==> config.mk <==
export PLATFORM = sky130hd
export DESIGN_NAME = bppc_port
export DESIGN_NICKNAME = d
export VERILOG_FILES = /design/src/logic/bppc_pin_mux.v /design/src/logic/bppc_port.v
export VERILOG_INCLUDE_DIRS = /design/src /design/src/include
export SDC_FILE = /design/constraint.sdc
export NUM_CORES = 1
export LEC_CHECK = 0
export BUFFER_PORTS_ARGS = -buffer_cell sky130_fd_sc_hd__buf_2
export CORE_ASPECT_RATIO = 0.5
export CORE_MARGIN = 2
export CORE_UTILIZATION = 25
export DETAILED_ROUTE_END_ITERATION = 16
export PLACE_DENSITY = 0.41
export SLEW_MARGIN = 25
export SYNTH_ARGS = -nofsm -noshare
export SYNTH_HDL_FRONTEND = slang
export SYNTH_SLANG_ARGS = --single-unit
==> constraint.sdc <==
create_clock -name clk -period 4.25 [get_ports clk]
set_input_delay 0.2125 -clock clk [delete_from_list [all_inputs] [get_ports clk]]
set_output_delay 0.2125 -clock clk [all_outputs]
set_load 0.005 [all_outputs]
==> src/include/bppc_defines.vh <==
// Purpose: Constants for the bidirectional port pin control block
// Assumes: 50 MHz clock, 8-bit port
// Notes: Register indices are local choices
`ifndef BPPC_DEFINES_VH
`define BPPC_DEFINES_VH

// ----------------------------------------
// Register map
// ----------------------------------------
`define BPPC_ADDR_DIR 2'h0
`define BPPC_ADDR_FSEL 2'h1
`define BPPC_ADDR_DATA 2'h2
`define BPPC_ADDR_SAMPLE 2'h3

// ----------------------------------------
// Reset values
// ----------------------------------------
`define BPPC_DIR_RST 8'hff
`define BPPC_FSEL_RST 8'h00
`define BPPC_DATA_RST 8'hff

// ----------------------------------------
// Fields and timing
// ----------------------------------------
`define BPPC_HALF_RATE_CLOCK_OUT_BIT 7
`define BPPC_FAST_NS 300
`define BPPC_CLK_NS 20
`define BPPC_FAST_CYC ((`BPPC_FAST_NS + `BPPC_CLK_NS - 1) / `BPPC_CLK_NS)

`endif

==> src/logic/bppc_pin_mux.v <==
// Purpose: Driver gate decode for one port pin
// Assumes: Combinational, registered by the caller
// Notes: High side is only on for a complementary output driving 1
`timescale 1ns/1ns
module bppc_pin_mux (
   // Configuration
   input wire fsel,
   input wire dir,
   input wire data,
   // Peripheral side
   input wire periph_direction,
   input wire periph_output_value,
   // Gates
   output wire high_side_driver,
   output wire low_side_driver
);
   wire sel_dir;
   wire sel_data;

   // ----------------------------------------
   // Source select
   // ----------------------------------------
   // Open-drain forced when the port asks for input, or in peripheral mode when the peripheral does
   assign sel_dir = fsel ? (dir | periph_direction) : dir;
   assign sel_data = fsel ? periph_output_value : data;

   // ----------------------------------------
   // Gate decode
   // ----------------------------------------
   assign high_side_driver = ~sel_dir & sel_data;
   assign low_side_driver = ~sel_data;
endmodule

==> src/logic/bppc_port.v <==
// Purpose: Per-pin control of an eight-bit bidirectional port
// Assumes: Register port with one-cycle read latency; pins sampled by three flops
// Notes: Gate outputs are registered, so a change reaches the pins one cycle later
//
// Functional notes
// Each pin chosen independently: I/O or peripheral
// Select bit 0 I/O, 1 peripheral
// I/O mode: gates from data and direction
// Peripheral mode: gates from peripheral direction, value
// Peripheral output clears direction, input sets it; the code ORs in peripheral direction, so output leaves the written direction
// Direction 0: complementary, never both drivers
// Direction 1: high side never on; in clock mode the code ignores bit 7 direction and drives the high side
// Software sets direction and data for inputs
// Software writes direction for peripheral pins too
// Sample latch returns pin level on read
// Fast reset driver about 300 ns
// Weak pull-up from reset until select write
// Any select write drops the pull-ups
// Reset leaves pins high-impedance inputs, pulled up; the code drives the half-rate clock on bit 7 instead
// Bit 7 carries half-rate clock after reset
// Recommended order: direction, select, data
// Data write visible only in I/O mode
// Bit 7 data write buffered until select cleared
// Direction, data reset ones; select zeros
`timescale 1ns/1ns
`include "bppc_defines.vh"
module bppc_port #(
   parameter WIDTH = 8,
   parameter FAST_CYC = `BPPC_FAST_CYC
) (
   // Clock and reset
   input wire clk,
   input wire rst,
   input wire ce,
   // Register port
   input wire [1:0] addr,
   input wire [WIDTH-1:0] wdata,
   input wire wr,
   input wire rd,
   output reg [WIDTH-1:0] rdata,
   // Peripheral side
   input wire [WIDTH-1:0] periph_direction,
   input wire [WIDTH-1:0] periph_output_value,
   input wire half_rate_clock_out,
   // Pins
   input wire [WIDTH-1:0] pin_in,
   output reg [WIDTH-1:0] high_side_driver,
   output reg [WIDTH-1:0] low_side_driver,
   output reg reset_fast_driver,
   output reg weak_pullup
);
   localparam B7 = `BPPC_HALF_RATE_CLOCK_OUT_BIT;
   // Sized copy of the count so the compare below is cut to 8 bits on purpose
   localparam [31:0] FAST_LIM = FAST_CYC;

   reg [WIDTH-1:0] pin_direction;
   reg [WIDTH-1:0] pin_function_select;
   reg [WIDTH-1:0] pin_output_data;
   reg [WIDTH-1:0] pin_input_sample;
   reg [WIDTH-1:0] sync1;
   reg [WIDTH-1:0] sync2;
   reg bit7_buffer;
   reg bit7_pending;
   reg [7:0] fast_cnt;
   wire [WIDTH-1:0] next_high;
   wire [WIDTH-1:0] next_low;
   wire [WIDTH-1:0] periph_val;
   wire clk_mode7;

   // ----------------------------------------
   // Pin synchroniser and sample latch
   // ----------------------------------------
   always @(posedge clk or posedge rst) begin
      if (rst) begin
         sync1 <= {WIDTH{1'b0}};
         sync2 <= {WIDTH{1'b0}};
         pin_input_sample <= {WIDTH{1'b1}};
      end else if (ce) begin
         sync1 <= pin_in;
         sync2 <= sync1;
         pin_input_sample <= sync2;
      end
   end

   // ----------------------------------------
   // Control registers
   // ----------------------------------------
   always @(posedge clk or posedge rst) begin
      if (rst) begin
         pin_direction <= `BPPC_DIR_RST;
         pin_function_select <= `BPPC_FSEL_RST;
         pin_output_data <= `BPPC_DATA_RST;
         bit7_buffer <= 1'b1;
         bit7_pending <= 1'b0;
      end else if (ce) begin
         if (wr && addr == `BPPC_ADDR_DIR) begin
            pin_direction <= wdata;
         end
         if (wr && addr == `BPPC_ADDR_FSEL) begin
            pin_function_select <= wdata;
         end
         if (wr && addr == `BPPC_ADDR_DATA) begin
            // Bit 7 write while selected waits in the buffer
            pin_output_data[B7-1:0] <= wdata[B7-1:0];
            if (pin_function_select[B7]) begin
               bit7_buffer <= wdata[B7];
               bit7_pending <= 1'b1;
            end else begin
               // A fresh write beats any stale buffered value
               pin_output_data[B7] <= wdata[B7];
               bit7_pending <= 1'b0;
            end
         end else if (bit7_pending && !pin_function_select[B7]) begin
            pin_output_data[B7] <= bit7_buffer;
            bit7_pending <= 1'b0;
         end
      end
   end

   // ----------------------------------------
   // Read port
   // ----------------------------------------
   always @(posedge clk or posedge rst) begin
      if (rst) begin
         rdata <= {WIDTH{1'b0}};
      end else if (ce) begin
         if (rd) begin
            case (addr)
               `BPPC_ADDR_DIR: rdata <= pin_direction;
               `BPPC_ADDR_FSEL: rdata <= pin_function_select;
               `BPPC_ADDR_DATA: rdata <= pin_output_data;
               `BPPC_ADDR_SAMPLE: rdata <= pin_input_sample;
               default: rdata <= {WIDTH{1'b0}};
            endcase
         end else begin
            rdata <= {WIDTH{1'b0}};
         end
      end
   end

   // ----------------------------------------
   // Reset drivers
   // ----------------------------------------
   always @(posedge clk or posedge rst) begin
      if (rst) begin
         fast_cnt <= 8'h00;
         reset_fast_driver <= 1'b0;
         weak_pullup <= 1'b1;
      end else if (ce) begin
         // Fast drive starts once reset releases, then times out
         if (fast_cnt < FAST_LIM[7:0]) begin
            fast_cnt <= fast_cnt + 8'h01;
            reset_fast_driver <= 1'b1;
         end else begin
            reset_fast_driver <= 1'b0;
         end
         if (wr && addr == `BPPC_ADDR_FSEL) begin
            weak_pullup <= 1'b0;
         end
      end
   end

   // ----------------------------------------
   // Driver decode
   // ----------------------------------------
   // Bit 7 peripheral is the half-rate clock, forced complementary
   assign periph_val = {half_rate_clock_out, periph_output_value[B7-1:0]};
   // Bit 7 shows the clock from reset until the select is written, or while selected
   assign clk_mode7 = pin_function_select[B7] | weak_pullup;

   genvar g;
   generate
      for (g = 0; g < WIDTH; g = g + 1) begin : gen_pin
         bppc_pin_mux u_mux (
            .fsel((g == B7) ? clk_mode7 : pin_function_select[g]),
            .dir((g == B7) ? (clk_mode7 ? 1'b0 : pin_direction[g]) : pin_direction[g]),
            .data(pin_output_data[g]),
            .periph_direction((g == B7) ? 1'b0 : periph_direction[g]),
            .periph_output_value(periph_val[g]),
            .high_side_driver(next_high[g]),
            .low_side_driver(next_low[g])
         );
      end
   endgenerate

   always @(posedge clk or posedge rst) begin
      if (rst) begin
         high_side_driver <= {WIDTH{1'b0}};
         low_side_driver <= {WIDTH{1'b0}};
      end else if (ce) begin
         high_side_driver <= next_high;
         low_side_driver <= next_low;
      end
   end
endmodule

==> impl_metrics.tcl <==
set metrics [dict create \
    status "finished, final reports clean" \
    grt_max_degree 47 \
    path_class "in -> reg" \
    cp-start-kind "input pin" \
    htreeDepth 3 \
    synth_area_um2 3700 \
    timing.final.crit_share 0.394 \
    core_area_um2 14500 \
    start_util 0.256 \
    cts_hold_buffers 1 \
    grt_setup_unrepaired "false" \
    yosys_warnings 0 \
    synthArstFlopShare 1.00 \
    firstDrtPassIters 4 \
    die_x_um 176 \
    detail_route.wl_per_cell_um 14.9 \
    syn_inst 274 \
    fin_setup_tns_ns 0 \
    path_clk_slew_ns 0.06 \
    grt_pass1_vias 2444 \
    ys_seq_area_frac 0.576 \
    crit_slowest_cell "buf_2" \
    cts_tree "done" \
    hold_viol 0 \
    power.total_uw 2420 \
    clk_latency_ns 0.34 \
    synth_cell_types 36 \
    hold_path.class "in -> reg" \
    crit_path_max_fanout 42 \
    dp_cells 522 \
    finalSetupViolCount 0 \
    place.gp.congestion 0.748 \
    die_h_um 90.1 \
    synth_nets 315 \
    rows 31 \
    critPathCaptureType "flip-flop" \
    post-cts-setup-buffer-count 0 \
    area.growth.synth_to_final_pct 22.6 \
    clock-sinks 84 \
    routed-via-count 2319 \
    die_area_um2 15900 \
    place_ws_ns 2.17 \
    antenna_found_initial 0 \
    worst_slew_pin_slew_ns 0.813 \
    syn_area_per_cell_um2 13.5 \
    cts_max_path_buffers 2 \
    nNetsFinal 377 \
    maxSlewHeadroom 0.458 \
    ant_nets 0 \
    grt_pass1_wl_um 12900 \
    ys_ff_latch 84 \
    cts.repair.resized 0 \
    powerDensity_nw_per_um2 533 \
    cp_data_required_time_ns 4.51 \
    worstPathArrival_ns 1.94 \
    multi_input_area_um2 1400 \
    min_period_ns 1.68 \
    fillers 1441 \
    overflow 0 \
    max_stage_delay_ns 0.61 \
    seq_area_um2 2130 \
    clock_skew_ns 0.00495 \
    stdcell_count 539 \
    vias_per_cell 4.30 \
    synth_edf_count 0 \
    drv_slew 0 \
    grt_use_total 0.107 \
    wirelength_um 8010 \
    fmax_mhz 597 \
    dp_hpwl_um 5500 \
    p_leak_uw 0.00201 \
    vdd_drop_max_uv 222 \
    numCtsBuffers 9 \
    cts-root-buf "clkbuf_16" \
    ios 66 \
    drive_gt1_frac 0.516 \
    drtIter0Drc 184 \
    finalWorstSetupSlack_ns 2.57 \
    crit_chain "buf_2 -> nand4b_2 -> nor2_1 -> mux2_2" \
    synth_ff_type "dfrtp_1" \
    drc 0 \
    port_buffers 63 \
    diodes 0 \
    cap_violations 0 \
]
synth_stat cells, drive strengths merged, types with 2 or more instances:
| cell type | count | share of area |
|---|---|---|
| a21boi | 2 | 0.0041 |
| a21oi | 9 | 0.012 |
| a31oi | 3 | 0.0051 |
| buf | 9 | 0.019 |
| clkbuf | 6 | 0.0064 |
| dfrtp | 58 | 0.39 |
| dfstp | 26 | 0.18 |
| inv | 19 | 0.019 |
| mux2 | 57 | 0.17 |
| mux4 | 8 | 0.050 |
| nand2 | 8 | 0.0081 |
| nand2b | 8 | 0.014 |
| nand3 | 17 | 0.024 |
| nand3b | 9 | 0.018 |
| nand4b | 2 | 0.010 |
| nor2 | 4 | 0.0041 |
| nor2b | 2 | 0.0034 |
| o21ai | 17 | 0.023 |
sequential cells by signal, summed over array words and instances (netlist names):
name and cells:
fast_cnt 8, high_side_driver 8, low_side_driver 8, pin_direction 8, pin_function_select 8, pin_input_sample 8, pin_output_data 8, rdata 8
sync1 8, sync2 8, bit7_buffer 1, bit7_pending 1, reset_fast_driver 1, weak_pullup 1
area by class of cell:
class                      count  area share
sequential                    84       0.470
multi-input combinational    156       0.309
timing repair buffer          66      0.0750
tap                          198      0.0546
clock buffer                  10      0.0504
clock inverter                 6      0.0248
inverter                      19      0.0160
metrics by stage:
step / cell area (µm²) / hold slack, ns / utilization
after floorplan: 3700 / 0.363 / -
after detailed placement: 4190 / 0.335 / 0.290
after global routing: 4540 / 0.0965 / 0.314
final: 4540 / 0.103 / 0.314
after global placement: 4190 / 0.328 / 0.290
after CTS: 4540 / 0.0874 / 0.314
power breakdown:
group	switching (µW)	leakage (µW)	internal, µW
logic	173	0.000857	241
registers	113	0.000984	1000
clock network	317	0.000167	575
total	603	0.00201	1820
placed cells by master, fill, tap and decap left out, drive strengths merged:
cell,count
a21boi,2
a21oi,9
a2bb2oi,1
a31oi,3
a41oi,1
and2,1
and3,1
and4b,1
buf,65
bufinv,3
clkbuf,10
clkinv,4
dfrtp,58
dfstp,26
dlygate4sd3,1
ha,1
inv,18
mux2,57
mux2i,1
mux4,8
nand2,8
nand2b,8
nand3,17
nand3b,9
nand4b,2
nor2,4
nor2b,2
nor3,1
nor3b,1
o21ai,17
xnor2,1
cells by family after synthesis:
logic type | Yosys count | share of synthesized area
XOR/XNOR | 1 | 0.00236
AND/OR/NAND/NOR | 55 | 0.0976
AO/OA/AOI/OAI | 33 | 0.0490
flip-flops | 84 | 0.576
adder cells (fa/ha/maj) | 1 | 0.00338
multiplexers | 66 | 0.227
buffers and inverters | 34 | 0.0449
critical path: cells and delay by family:
kind,cells,cell delay (ns)
buffers and inverters,1,0.61
multiplexers,1,0.35
AND/OR/NAND/NOR,2,0.75
per-layer routing:
layer | vias to the layer above | track usage | part of all wire
met3 | 16 | 0.0347 | 0.043
met4 | 0 | 0.0489 | 0.022
met1 | 1162 | 0.133 | 0.46
met2 | 39 | 0.169 | 0.47
li1 | 1102 | - | -
met5 | - | 0 | 0
worst paths after layout:
check                             from                      to  slack (ns)  cells after the start
min in group asynchronous          rst  pin_function_select[6]        0.53                      3
setup reg to reg           fast_cnt[0]             fast_cnt[1]        2.92                      4
max in group asynchronous          rst     high_side_driver[5]        2.66                      4
setup / recovery                    ce             bit7_buffer        2.57                      4
hold reg to reg            fast_cnt[4]             fast_cnt[4]        0.38                      0
hold / removal               pin_in[7]                sync1[7]        0.10                      2
Note: power is estimated with default switching activity, not from simulation.
